--- config.mk ---
export PLATFORM = sky130hd
export DESIGN_NAME = tsa_ram_slot_arbiter
export DESIGN_NICKNAME = d
export VERILOG_FILES = /design/src/tsa_pkg.sv /design/src/tsa_fifo.sv /design/src/tsa_slot_seq.sv /design/src/tsa_ram_slot_arbiter.sv
export VERILOG_INCLUDE_DIRS = /design/src /design/src/src
export SDC_FILE = /design/constraint.sdc
export NUM_CORES = 2
export LEC_CHECK = 0
export BUFFER_PORTS_ARGS = -buffer_cell sky130_fd_sc_hd__buf_2
export CAP_MARGIN = 20
export CORE_MARGIN = 1.5
export CORE_UTILIZATION = 35
export CTS_CLUSTER_SIZE = 28
export DETAILED_ROUTE_END_ITERATION = 8
export HOLD_SLACK_MARGIN = 0.02
export MAX_ROUTING_LAYER = met4
export PLACE_DENSITY = 0.52
export SLEW_MARGIN = 20
export SYNTH_ARGS = -nofsm -noshare
export SYNTH_HDL_FRONTEND = slang
export SYNTH_SLANG_ARGS = --single-unit
--- constraint.sdc ---
create_clock -name core_clk -period 5.2 [get_ports core_clk]
set_input_delay 0.26 -clock core_clk [delete_from_list [all_inputs] [get_ports core_clk]]
set_output_delay 0.26 -clock core_clk [all_outputs]
set_load 0.005 [all_outputs]
--- src/tsa_params.svh ---
/*
  Constants of the teletext RAM slot arbiter: widths, counts, field
  positions and reset values. Assumes nothing; definitions only.
*/
`ifndef TSA_PARAMS_SVH
`define TSA_PARAMS_SVH

// ----------------------------------------------------------------
// widths and slot cycle
// ----------------------------------------------------------------
`define TSA_ADDR_W 13
`define TSA_DATA_W 8
`define TSA_SLOTS 8
`define TSA_SLOT_LAST 3'h7
`define TSA_RAM_CLK_NS 10

// ----------------------------------------------------------------
// block transfer buffer
// ----------------------------------------------------------------
`define TSA_BUF_BYTES 40
`define TSA_BUF_LAST 6'h27
`define TSA_ADDR_STEP 13'h0028
`define TSA_MODE_REJECT 0
`define TSA_MODE_CANCEL 1
`define TSA_MODE_READ 2

// ----------------------------------------------------------------
// field split and buffering
// ----------------------------------------------------------------
`define TSA_STORE_LAST_LINE 9'h018
`define TSA_STORE_LAST_LINE_DBL 9'h031
`define TSA_FIFO_DEPTH 32

// ----------------------------------------------------------------
// reset values
// ----------------------------------------------------------------
`define TSA_RST_ADDR 13'h0000
`define TSA_RST_MODE 3'h4
`define TSA_RST_LINE 9'h000

`endif

--- src/tsa_pkg.sv ---
/*
  Types shared by the slot arbiter modules: slot kinds, slot owners,
  sequencer states and the packed carriers for acquisition words and
  RAM commands. Assumes tsa_params.svh is on the include path.
*/
`include "tsa_params.svh"

package tsa_pkg;

  // ----------------------------------------------------------------
  // enumerations
  // ----------------------------------------------------------------
  typedef enum logic [1:0] {
    KIND_SHARED = 2'h0,
    KIND_CPU = 2'h1,
    KIND_XFER = 2'h2
  } tsa_kind_t;

  typedef enum logic [2:0] {
    OWN_NONE = 3'h0,
    OWN_STORE = 3'h1,
    OWN_SHOW = 3'h2,
    OWN_XFER = 3'h3,
    OWN_CPU = 3'h4
  } tsa_owner_t;

  typedef enum logic {
    SEQ_IDLE = 1'b0,
    SEQ_RUN = 1'b1
  } tsa_seq_state_t;

  // ----------------------------------------------------------------
  // carriers
  // ----------------------------------------------------------------
  typedef struct packed {
    logic [`TSA_ADDR_W-1:0] addr;
    logic [`TSA_DATA_W-1:0] data;
  } tsa_store_word_t;

  typedef struct packed {
    logic en;
    logic we;
    logic [`TSA_ADDR_W-1:0] addr;
    logic [`TSA_DATA_W-1:0] wdata;
  } tsa_ram_cmd_t;

endpackage

--- src/tsa_fifo.sv ---
/*
  Synchronous FIFO of flip-flops with valid/ready on both sides.
  Assumes one clock, synchronous active-high reset, DEPTH >= 2.
*/
`timescale 1ns/100ps

module tsa_fifo #(
  parameter int WIDTH = 21,
  parameter int DEPTH = 32
) (
  input wire logic core_clk,
  input wire logic srst,
  input wire logic in_valid,
  input wire logic [WIDTH-1:0] in_data,
  output logic in_ready,
  output logic out_valid,
  output logic [WIDTH-1:0] out_data,
  input wire logic out_ready
);

  localparam int AW = $clog2(DEPTH);
  localparam logic [AW:0] FULL = (AW+1)'(DEPTH);
  localparam logic [AW-1:0] PTR_LAST = AW'(DEPTH - 1);

  logic [WIDTH-1:0] mem [DEPTH];
  logic [AW-1:0] wr_ptr;
  logic [AW-1:0] rd_ptr;
  logic [AW:0] count;
  logic [AW:0] next_count;
  wire push = in_valid & in_ready;
  wire pop = out_valid & out_ready;

  // occupancy and the flags derived from it
  assign next_count = count + (AW+1)'(push) - (AW+1)'(pop);
  assign out_data = mem[rd_ptr];

  // pointers and registered flags
  always_ff @(posedge core_clk) begin
    if (srst) begin
      wr_ptr <= '0;
      rd_ptr <= '0;
      count <= '0;
      in_ready <= 1'b1;
      out_valid <= 1'b0;
    end else begin
      if (push) wr_ptr <= (wr_ptr == PTR_LAST) ? '0 : wr_ptr + 1'b1;
      if (pop) rd_ptr <= (rd_ptr == PTR_LAST) ? '0 : rd_ptr + 1'b1;
      count <= next_count;
      in_ready <= (next_count != FULL);
      out_valid <= (next_count != '0);
    end
  end

  // storage
  always_ff @(posedge core_clk) begin
    if (push) mem[wr_ptr] <= in_data;
  end

endmodule

--- src/tsa_slot_seq.sv ---
/*
  Slot sequencer: runs the eight-slot cycle, restarts it on each line
  start and counts lines to split the field between storing and showing.
  Assumes line_start and field_start are one-cycle pulses on core_clk.
*/
`timescale 1ns/100ps

module tsa_slot_seq
  import tsa_pkg::*;
(
  input wire logic core_clk,
  input wire logic srst,
  input wire logic enable,
  input wire logic line_start,
  input wire logic field_start,
  input wire logic double_scan,
  output logic slot_valid,
  output logic [2:0] slot_idx,
  output logic store_phase
);

  tsa_seq_state_t state;
  tsa_seq_state_t next_state;
  logic [2:0] next_idx;
  logic [8:0] line;
  logic [8:0] next_line;
  wire [8:0] last_line = double_scan ? `TSA_STORE_LAST_LINE_DBL : `TSA_STORE_LAST_LINE;

  // ----------------------------------------------------------------
  // slot cycle
  // ----------------------------------------------------------------
  // idle while disabled, restart at slot 0 after the running slot
  always_comb begin
    next_state = state;
    next_idx = slot_idx;
    case (state)
      SEQ_IDLE: begin
        next_idx = 3'h0;
        if (enable) next_state = SEQ_RUN;
      end
      SEQ_RUN: begin
        if (!enable) begin
          next_state = SEQ_IDLE;
          next_idx = 3'h0;
        end else if (line_start) begin
          next_idx = 3'h0;
        end else begin
          next_idx = slot_idx + 3'h1;
        end
      end
      default: begin
        next_state = SEQ_IDLE;
        next_idx = 3'h0;
      end
    endcase
  end

  // line count within the field, saturating
  assign next_line = field_start ? 9'h001 :
                     (line_start && line != 9'h1ff) ? line + 9'h001 : line;
  assign slot_valid = (state == SEQ_RUN);
  assign store_phase = (line != 9'h000) && (line <= last_line);

  always_ff @(posedge core_clk) begin
    if (srst) begin
      state <= SEQ_IDLE;
      slot_idx <= 3'h0;
      line <= `TSA_RST_LINE;
    end else begin
      state <= next_state;
      slot_idx <= next_idx;
      line <= next_line;
    end
  end

endmodule

--- src/tsa_ram_slot_arbiter.sv ---
/*
  Slot arbiter for the teletext/display RAM: one byte-wide RAM port
  shared by acquisition storing, display reading, a 40-byte block
  transfer buffer and direct CPU access, with CPU wait on contention.
  Assumes core_clk is the RAM clock (dot clock / 2), a synchronous RAM
  whose read data is valid the cycle after ram_cmd is presented, and
  sync pins that are asynchronous to core_clk.
*/
// Function
// - eight one-byte slots repeat each line
// - line sync ends slot, restarts cycle
// - storing slot writes acquisition byte
// - display slot reads byte for display
// - transfer slot moves one buffer byte
// - CPU slot exchanges byte at CPU address
// - storing until line 24 (line 49 with double_scan), then display
// - CPU waits until its slot serves it
// - wait length follows slot distance
// - CPU slot within one or two slots
// - reset leaves sequencer idle, RAM disabled
// - setting busy starts a 40-byte transfer
// - 13-bit start address steps up or down
// - buffer locked while busy, busy self-clears
// - transfers cover 40 consecutive RAM bytes
// - reject mode skips bytes with bad parity
// - cancel mode clears top bit written
// - parity checked before top bit cleared
// - odd count of ones is good parity
// - sticky parity flag set on write errors
// - transfer mode decoded and latched at start
// - interface off: no accesses, no waits
// - start address moves by 40 after transfer
// - buffer exchange runs byte 0 to 39
`timescale 1ns/100ps
`include "tsa_params.svh"

module tsa_ram_slot_arbiter
  import tsa_pkg::*;
#(
  parameter int FIFO_DEPTH = `TSA_FIFO_DEPTH
) (
  input wire logic core_clk,
  input wire logic srst,
  input wire logic hsync_pin,
  input wire logic vsync_pin,
  input wire logic interface_enable,
  input wire logic acquisition_enable,
  input wire logic display_enable,
  input wire logic double_scan,
  input wire logic address_direction,
  input wire logic [2:0] transfer_mode,
  input wire logic busy_set,
  input wire logic parity_flag_clear,
  input wire logic start_addr_load,
  input wire logic [`TSA_ADDR_W-1:0] start_addr_in,
  output logic busy,
  output logic parity_error_flag,
  output logic [`TSA_ADDR_W-1:0] start_addr,
  input wire logic [5:0] buf_index,
  input wire logic buf_write,
  input wire logic [`TSA_DATA_W-1:0] buf_wdata,
  output logic [`TSA_DATA_W-1:0] buf_rdata,
  input wire logic acquisition_valid,
  input wire tsa_store_word_t acquisition_word,
  output logic acquisition_ready,
  input wire logic [`TSA_ADDR_W-1:0] display_addr,
  output logic [`TSA_DATA_W-1:0] display_data,
  output logic display_valid,
  input wire logic cpu_req,
  input wire logic cpu_we,
  input wire logic [`TSA_ADDR_W-1:0] cpu_addr,
  input wire logic [`TSA_DATA_W-1:0] cpu_wdata,
  output logic [`TSA_DATA_W-1:0] cpu_rdata,
  output logic cpu_ack,
  output logic cpu_wait,
  output tsa_ram_cmd_t ram_cmd,
  input wire logic [`TSA_DATA_W-1:0] ram_rdata
);

  // ----------------------------------------------------------------
  // sync pin capture
  // ----------------------------------------------------------------
  logic [2:0] hs_sync;
  logic [2:0] vs_sync;
  wire line_start = hs_sync[1] & ~hs_sync[2];
  wire field_start = vs_sync[1] & ~vs_sync[2];

  // two-stage synchronisers plus one stage for edge detection
  always_ff @(posedge core_clk) begin
    if (srst) begin
      hs_sync <= 3'h0;
      vs_sync <= 3'h0;
    end else begin
      hs_sync <= {hs_sync[1:0], hsync_pin};
      vs_sync <= {vs_sync[1:0], vsync_pin};
    end
  end

  // ----------------------------------------------------------------
  // sequencer and acquisition buffering
  // ----------------------------------------------------------------
  logic slot_valid;
  logic [2:0] slot_idx;
  logic store_phase;
  logic fifo_valid;
  tsa_store_word_t fifo_word;
  tsa_owner_t owner;

  tsa_slot_seq u_seq (
    .core_clk(core_clk),
    .srst(srst),
    .enable(interface_enable),
    .line_start(line_start),
    .field_start(field_start),
    .double_scan(double_scan),
    .slot_valid(slot_valid),
    .slot_idx(slot_idx),
    .store_phase(store_phase)
  );

  tsa_fifo #(
    .WIDTH($bits(tsa_store_word_t)),
    .DEPTH(FIFO_DEPTH)
  ) u_fifo (
    .core_clk(core_clk),
    .srst(srst),
    .in_valid(acquisition_valid),
    .in_data(acquisition_word),
    .in_ready(acquisition_ready),
    .out_valid(fifo_valid),
    .out_data(fifo_word),
    .out_ready(owner == OWN_STORE)
  );

  // ----------------------------------------------------------------
  // slot ownership
  // ----------------------------------------------------------------
  logic [5:0] xfer_cnt;
  logic [2:0] xfer_mode;
  logic xfer_dir;
  logic cpu_inflight;
  logic [`TSA_DATA_W-1:0] buffer [`TSA_BUF_BYTES];
  tsa_kind_t kind;

  // fixed order: shared, cpu, transfer, cpu, repeated twice
  assign kind = slot_idx[0] ? KIND_CPU : (slot_idx[1] ? KIND_XFER : KIND_SHARED);
  wire store_use = store_phase & acquisition_enable & fifo_valid;
  wire show_use = ~store_phase & display_enable;
  wire issue_done = (xfer_cnt == `TSA_BUF_LAST + 6'h1);
  wire xfer_use = busy & ~issue_done;
  wire cpu_use = cpu_req & ~cpu_inflight & ~cpu_ack;

  // idle or disabled units hand their slot to the CPU
  assign owner = !slot_valid ? OWN_NONE :
                 (kind == KIND_SHARED && store_use) ? OWN_STORE :
                 (kind == KIND_SHARED && show_use) ? OWN_SHOW :
                 (kind == KIND_XFER && xfer_use) ? OWN_XFER :
                 cpu_use ? OWN_CPU : OWN_NONE;

  // ----------------------------------------------------------------
  // transfer byte path
  // ----------------------------------------------------------------
  wire [5:0] xfer_idx = issue_done ? `TSA_BUF_LAST : xfer_cnt;
  wire [`TSA_DATA_W-1:0] xfer_byte = buffer[xfer_idx];
  wire xfer_wr = ~xfer_mode[`TSA_MODE_READ];
  wire xfer_par_ok = ^xfer_byte;
  wire xfer_skip = xfer_wr & xfer_mode[`TSA_MODE_REJECT] & ~xfer_par_ok;
  wire [`TSA_DATA_W-1:0] xfer_wdata =
    xfer_mode[`TSA_MODE_CANCEL] ? {1'b0, xfer_byte[6:0]} : xfer_byte;
  wire [`TSA_ADDR_W-1:0] xfer_off = {7'h00, xfer_cnt};
  wire [`TSA_ADDR_W-1:0] xfer_addr =
    xfer_dir ? start_addr - xfer_off : start_addr + xfer_off;

  // ----------------------------------------------------------------
  // RAM command selection
  // ----------------------------------------------------------------
  tsa_ram_cmd_t next_cmd;
  tsa_owner_t rd_owner;
  tsa_owner_t tag0;
  tsa_owner_t tag1;
  logic [5:0] tidx0;
  logic [5:0] tidx1;
  wire sel_en = (owner != OWN_NONE) && !(owner == OWN_XFER && xfer_skip);
  wire sel_we = (owner == OWN_STORE) || (owner == OWN_XFER && xfer_wr) ||
                (owner == OWN_CPU && cpu_we);
  wire [`TSA_ADDR_W-1:0] sel_addr =
    (owner == OWN_STORE) ? fifo_word.addr :
    (owner == OWN_SHOW) ? display_addr :
    (owner == OWN_XFER) ? xfer_addr : cpu_addr;
  wire [`TSA_DATA_W-1:0] sel_wdata =
    (owner == OWN_STORE) ? fifo_word.data :
    (owner == OWN_XFER) ? xfer_wdata : cpu_wdata;

  assign next_cmd = '{en: sel_en, we: sel_we, addr: sel_addr, wdata: sel_wdata};
  assign rd_owner = (sel_en && !sel_we) ? owner : OWN_NONE;

  // command register and read-return tags
  always_ff @(posedge core_clk) begin
    if (srst) begin
      ram_cmd <= '0;
      tag0 <= OWN_NONE;
      tag1 <= OWN_NONE;
      tidx0 <= 6'h00;
      tidx1 <= 6'h00;
    end else begin
      ram_cmd <= next_cmd;
      tag0 <= rd_owner;
      tag1 <= tag0;
      tidx0 <= xfer_cnt;
      tidx1 <= tidx0;
    end
  end

  // ----------------------------------------------------------------
  // CPU and display answers
  // ----------------------------------------------------------------
  wire cpu_take = (owner == OWN_CPU);
  wire cpu_back = (tag1 == OWN_CPU);
  wire next_cpu_ack = (cpu_take & cpu_we) | cpu_back;
  wire next_cpu_wait = interface_enable & cpu_req & ~next_cpu_ack & ~cpu_ack;

  always_ff @(posedge core_clk) begin
    if (srst) begin
      cpu_inflight <= 1'b0;
      cpu_ack <= 1'b0;
      cpu_wait <= 1'b0;
      cpu_rdata <= 8'h00;
      display_valid <= 1'b0;
      display_data <= 8'h00;
    end else begin
      cpu_inflight <= (cpu_take & ~cpu_we) | (cpu_inflight & ~cpu_back);
      cpu_ack <= next_cpu_ack;
      cpu_wait <= next_cpu_wait;
      if (cpu_back) cpu_rdata <= ram_rdata;
      display_valid <= (tag1 == OWN_SHOW);
      if (tag1 == OWN_SHOW) display_data <= ram_rdata;
    end
  end

  // ----------------------------------------------------------------
  // block transfer control
  // ----------------------------------------------------------------
  wire xfer_issue = (owner == OWN_XFER);
  wire xfer_back = (tag1 == OWN_XFER);
  wire xfer_start = busy_set & ~busy;
  wire xfer_finish = (xfer_issue & xfer_wr & (xfer_cnt == `TSA_BUF_LAST)) |
                     (xfer_back & (tidx1 == `TSA_BUF_LAST));
  wire next_busy = xfer_start | (busy & ~xfer_finish);
  wire [5:0] next_cnt = xfer_start ? 6'h00 : xfer_issue ? xfer_cnt + 6'h01 : xfer_cnt;
  wire pef_set = xfer_issue & xfer_wr & ~xfer_par_ok;
  wire next_pef = pef_set | (parity_error_flag & ~parity_flag_clear);
  wire [`TSA_ADDR_W-1:0] step_addr =
    xfer_dir ? start_addr - `TSA_ADDR_STEP : start_addr + `TSA_ADDR_STEP;
  wire [`TSA_ADDR_W-1:0] next_start_addr =
    (start_addr_load & ~busy) ? start_addr_in :
    xfer_finish ? step_addr : start_addr;

  always_ff @(posedge core_clk) begin
    if (srst) begin
      busy <= 1'b0;
      xfer_cnt <= 6'h00;
      xfer_mode <= `TSA_RST_MODE;
      xfer_dir <= 1'b0;
      parity_error_flag <= 1'b0;
      start_addr <= `TSA_RST_ADDR;
    end else begin
      busy <= next_busy;
      xfer_cnt <= next_cnt;
      if (xfer_start) xfer_mode <= transfer_mode;
      if (xfer_start) xfer_dir <= address_direction;
      parity_error_flag <= next_pef;
      start_addr <= next_start_addr;
    end
  end

  // ----------------------------------------------------------------
  // transfer buffer storage
  // ----------------------------------------------------------------
  wire sw_hit = buf_write & ~busy & (buf_index <= `TSA_BUF_LAST);

  // software writes while idle, RAM read data fills during a transfer
  for (genvar i = 0; i < `TSA_BUF_BYTES; i++) begin : g_buf
    wire sw_wr = sw_hit & (buf_index == 6'(i));
    wire ram_wr = xfer_back & (tidx1 == 6'(i));
    always_ff @(posedge core_clk) begin
      if (sw_wr) buffer[i] <= buf_wdata;
      else if (ram_wr) buffer[i] <= ram_rdata;
    end
  end

  // locked buffer reads as zero
  always_ff @(posedge core_clk) begin
    if (srst) buf_rdata <= 8'h00;
    else buf_rdata <= (busy || buf_index > `TSA_BUF_LAST) ? 8'h00 : buffer[buf_index];
  end
endmodule

==> summary.txt <==
Worst setup path
  • Worst Path Arrival: a little under 5 ns
  • Crit end category: flip-flop
  • Worst setup path startpoint: xfer_cnt[2]$_SDFFE_PP0N_
  • Worst setup path end: ram_cmd[18]$_SDFF_PP0_
  • Top Family by Delay on Critical Path: compound AO/OA/AOI/OAI gates
  • CP startpoint kind: flip-flop
  • Critical register-to-register path startpoint: xfer_cnt[2]$_SDFFE_PP0N_
  • Reg2Reg Capture Point: ram_cmd[18]$_SDFF_PP0_
  • Slowest cell on crit path: nor2_1
  • CP Class: reg -> reg
  • Stages on the worst setup path: 15
  • R2R Setup Slk: 0.89 ns
  • CP cell instances: buf_4 -> nor2_1 -> a21oi_1 -> xnor2_1 -> ha_1 -> inv_1 -> o21ai_0 -> a21oi_1 -> o21bai_1 -> a21oi_1 -> o21bai_1 -> a21oi_1 -> xor2_1 -> a221oi_1 -> dlygate4sd3_1
  • CP peak stage delay: around 0.6 ns
  • FF-to-FF path depth: 15
  • Worst path required time: 5.82 ns
  • Worst path bufs/invs: 3
  • Crit Path Max Fanout: 20
  • Top cell by count, worst path: a21oi_1

Yosys
  • Number of synthesized flops with an enable pin: 992
  • Ranking of synthesized cells by area: edfxtp_1 (57%), mux4_2 (14%), mux2_2 (7.5%)
  • Netlist cell types: 77
  • Sequential share of the synthesized area: 62.4%
  • Synthesized netlist cell count: 3218
  • Most used DFF post-synth: edfxtp_1
  • Avg Inst Size Synth: 16.2 um^2
  • Number of synthesized register bits: 1127
  • YS warnings: 0
  • Top-area cell type share of the netlist area: 57.2%
  • Post-synth ARST share: 0%
  • Post-Synthesis Cell Area: 52000 um^2
  • Area leader, netlist: edfxtp_1
  • Most instantiated library cell after synthesis: edfxtp_1
  • Syn nets: 3373
  • Synth cell count leaders: edfxtp_1 (992), mux2_2 (348), mux4_2 (320)

Run status
  • Outcome: complete, no violations

Drt
  • Routed wire length per instance: 30.6 um
  • Starting DRT DRC Count: between 3000 and 4000
  • Via/cell ratio: 5.72
  • Remaining antenna violation count: 0
  • DR pass1 iterations: 5
  • DRC Markers: 0
  • Vias: 31431
  • Final wirelength: 168 mm

Global route
  • GRT Total Usage: 22.7%
  • Largest net degree at the start of global routing: 107
  • Antenna violations before repair: 11
  • Vias in the first global route: 31093
  • Remaining Overflow, GRT: 0
  • First-pass GRT wire length: 239 mm

Timing
  • Final hold slack: 0.0660 ns
  • Fin crit share: between 80% and 90%
  • Worst slew pin tran: roughly 1.2 ns
  • Fin. Hold Viols: 0
  • Endpoints failing setup: 0
  • Slew HR: 21.8%
  • Unrepaired setup endpoints after global routing: no
  • FMAX: 0.232 GHz
  • Final setup TNS: 0 ns
  • Clock skew: 0.0872 ns
  • Tmin final: 4.31 ns
  • Final max-slew violation count: 0

Finish
  • Nets: about 3600
  • Area delta synth->final: 16.3%
  • Share of layout cells above drive strength 1: 33.5%
  • Fill cells: between 10000 and 15000

Min path
  • HP Class: in -> reg

Clock network
  • CTS Root Cell: clkbuf_16
  • Clock Sinks: 1127
  • CTS Buffer Depth: 3
  • Worst-path clk slew: 0.06 ns
  • CTS buffer count: 121
  • Clk_lat worst skew: 0.78 ns
  • TritonCTS clock tree: yes
  • # resized after CTS: 0
  • Max H-tree Level: 3

Floorplanning
  • Number of I/O pins: 175
  • Die H: about 390 um
  • Die span in x: 389 um
  • Core area: 148000 um^2
  • Die ar.: 151000 um^2
  • Row Count: 141
  • Starting Density: a little over a third

Placement
  • Global placer's final weighted congestion: between 1 and 1.5
  • Port Buf Inserts: 174
  • DP HPWL: around 110 mm

Power
  • Flop pwr share: between 40% and 50%
  • Leakage: 19.2 nW
  • Psw: around 0.0047 W
  • Peak VDD IR: 324 uV
  • Part of the power in combinational logic: 6.8%
  • Clock network fraction of total power: 43.8%
  • Internal Pwr Total: 0.0156 W
  • Switching Share: about 23%
  • Pwr per Cell Area: 335 nW/um^2

Job
  • Number of max-cap violations: 0
-- kinds of logic (layout without fill, tap and decap cells) --
| logic type | Yosys count | after routing | share of synthesized area [%] |
|---|---|---|---|
| DFF | 1127 | 1127 | 62.4 |
| muxes | 770 | 770 | 23.3 |
| and+or+nand+nor | 529 | 529 | 4.87 |
| AOI/OAI and AO/OA | 411 | 411 | 5.13 |
| buffers and inverters | 292 | 631 | 2.29 |
| adders and majority gates | 46 | 46 | 1.15 |
| xor gates and xnor gates | 43 | 43 | 0.777 |
| other | 0 | 7 | 0 |
-- sequential cells by signal, indices dropped and copies added, names as in the netlist, 6 cells and up, named ones only --
register / flops
tidx0: 6
buffer: 320
u_seq.line: 9
display_data: 8
u_fifo.count: 6
tidx1: 6
xfer_cnt: 6
buf_rdata: 8
ram_cmd: 23
cpu_rdata: 8
start_addr: 13
u_fifo.mem: 672
-- how the worst min path moves through the flow --
stage | from | cells after the start | slack [ns] | endpoint
final | cpu_addr[6] | 5 | 0.07 | ram_cmd[14]$_SDFF_PP0_
after floorplan | cpu_we | 1 | 0.34 | tag0[2]$_SDFF_PP0_
after global placement | u_seq.slot_idx[0]$_SDFF_PP0_ | 1 | 0.40 | u_seq.slot_idx[0]$_SDFF_PP0_
after CTS | cpu_addr[6] | 5 | 0.03 | ram_cmd[14]$_SDFF_PP0_
after global routing | busy_set | 4 | 0.08 | xfer_mode[2]$_SDFFE_PP1P_
after detailed placement | u_seq.slot_idx[0]$_SDFF_PP0_ | 1 | 0.41 | u_seq.slot_idx[0]$_SDFF_PP0_
-- cells in the final DEF (no fill, tap or decap), types with 21 or more instances in the layout --
| master | n |
|---|---|
| edfxtp_1 | 992 |
| o22ai_1 | 35 |
| o21ai_0 | 50 |
| clkinv_2 | 22 |
| nand2_1 | 131 |
| mux2_2 | 348 |
| buf_2 | 171 |
| nor2b_1 | 43 |
| ha_1 | 43 |
| clkbuf_16 | 121 |
| nor3_1 | 35 |
| dfxtp_1 | 127 |
| a21oi_1 | 115 |
| mux2i_1 | 102 |
| nor2_1 | 140 |
| nand2b_1 | 29 |
| clkbuf_1 | 30 |
| dlygate4sd3_1 | 81 |
| inv_1 | 40 |
| buf_4 | 91 |
| xnor2_1 | 28 |
| mux4_2 | 320 |
| nand3_1 | 35 |
| clkinv_1 | 25 |
| nor2_4 | 30 |
| a211oi_1 | 51 |
| o21ai_1 | 21 |
-- power by group through the flow --
| stage | Sequential [W] | Clock (W) | Combinational [W] |
|---|---|---|---|
| 3_5_place_dp | 0.0102 | 0 | 0.00131 |
| 4_1_cts | 0.0100 | 0.00904 | 0.00137 |
| 6_report | 0.0100 | 0.00889 | 0.00138 |
| 5_1_grt | 0.0100 | 0.00937 | 0.00149 |
| 2_1_floorplan | 0.0102 | 0 | 0.000771 |
| 3_3_place_gp | 0.0102 | 0 | 0.00130 |
-- metrics by stage --
stage	worst slack, ns	util [%]	power, W	instance area (um^2)	cells
after floorplan	1.43	-	0.0110	52000	3218
after global placement	1.22	37.6	0.0115	55500	5171
after detailed placement	1.22	37.6	0.0115	55500	5172
after CTS	0.851	40.9	0.0204	60400	5483
after global routing	0.661	41.0	0.0209	60500	5493
final	0.894	41.0	0.0203	60500	5494
-- worst register-to-register path, stage by stage (launching register included) --
cell and delay [ns]:
dfxtp_2 0.32, buf_4 0.21, nor2_1 0.61, a21oi_1 0.18, xnor2_1 0.35, ha_1 0.33
inv_1 0.06, o21ai_0 0.09, a21oi_1 0.25, o21bai_1 0.09, a21oi_1 0.24, o21bai_1 0.12
a21oi_1 0.18, xor2_1 0.45, a221oi_1 0.17, dlygate4sd3_1 0.57
-- area by class of cell --
cell class                 count  area [um^2]  share of cell area [%]
antenna                        7         17.5                  0.0289
clock buffer                 152         3150                    5.21
clock inverter                78          946                    1.56
inverter                      42          158                   0.260
multi-input combinational   1799        18700                    30.8
sequential                  1127        32500                    53.7
tap                         1930         2410                    3.99
timing repair buffer         359         2680                    4.42
-- timing repair --
item | in CTS | in global routing
hold buffers | 81 | 0
endpoints found under the hold margin | 749 | 0
setup buffers | 0 | 0
endpoints found under the setup margin | 0 | 0
-- routing by layer --
layer  wire length [um]  vias up  track usage [%]
met1              70500    16560             29.2
li1                   -    13388                -
met4               6820        0             8.31
met3               9500      322             3.47
met5                  0        -                -
met2              81600     1161             36.4
(Power assumes the default switching activity.)
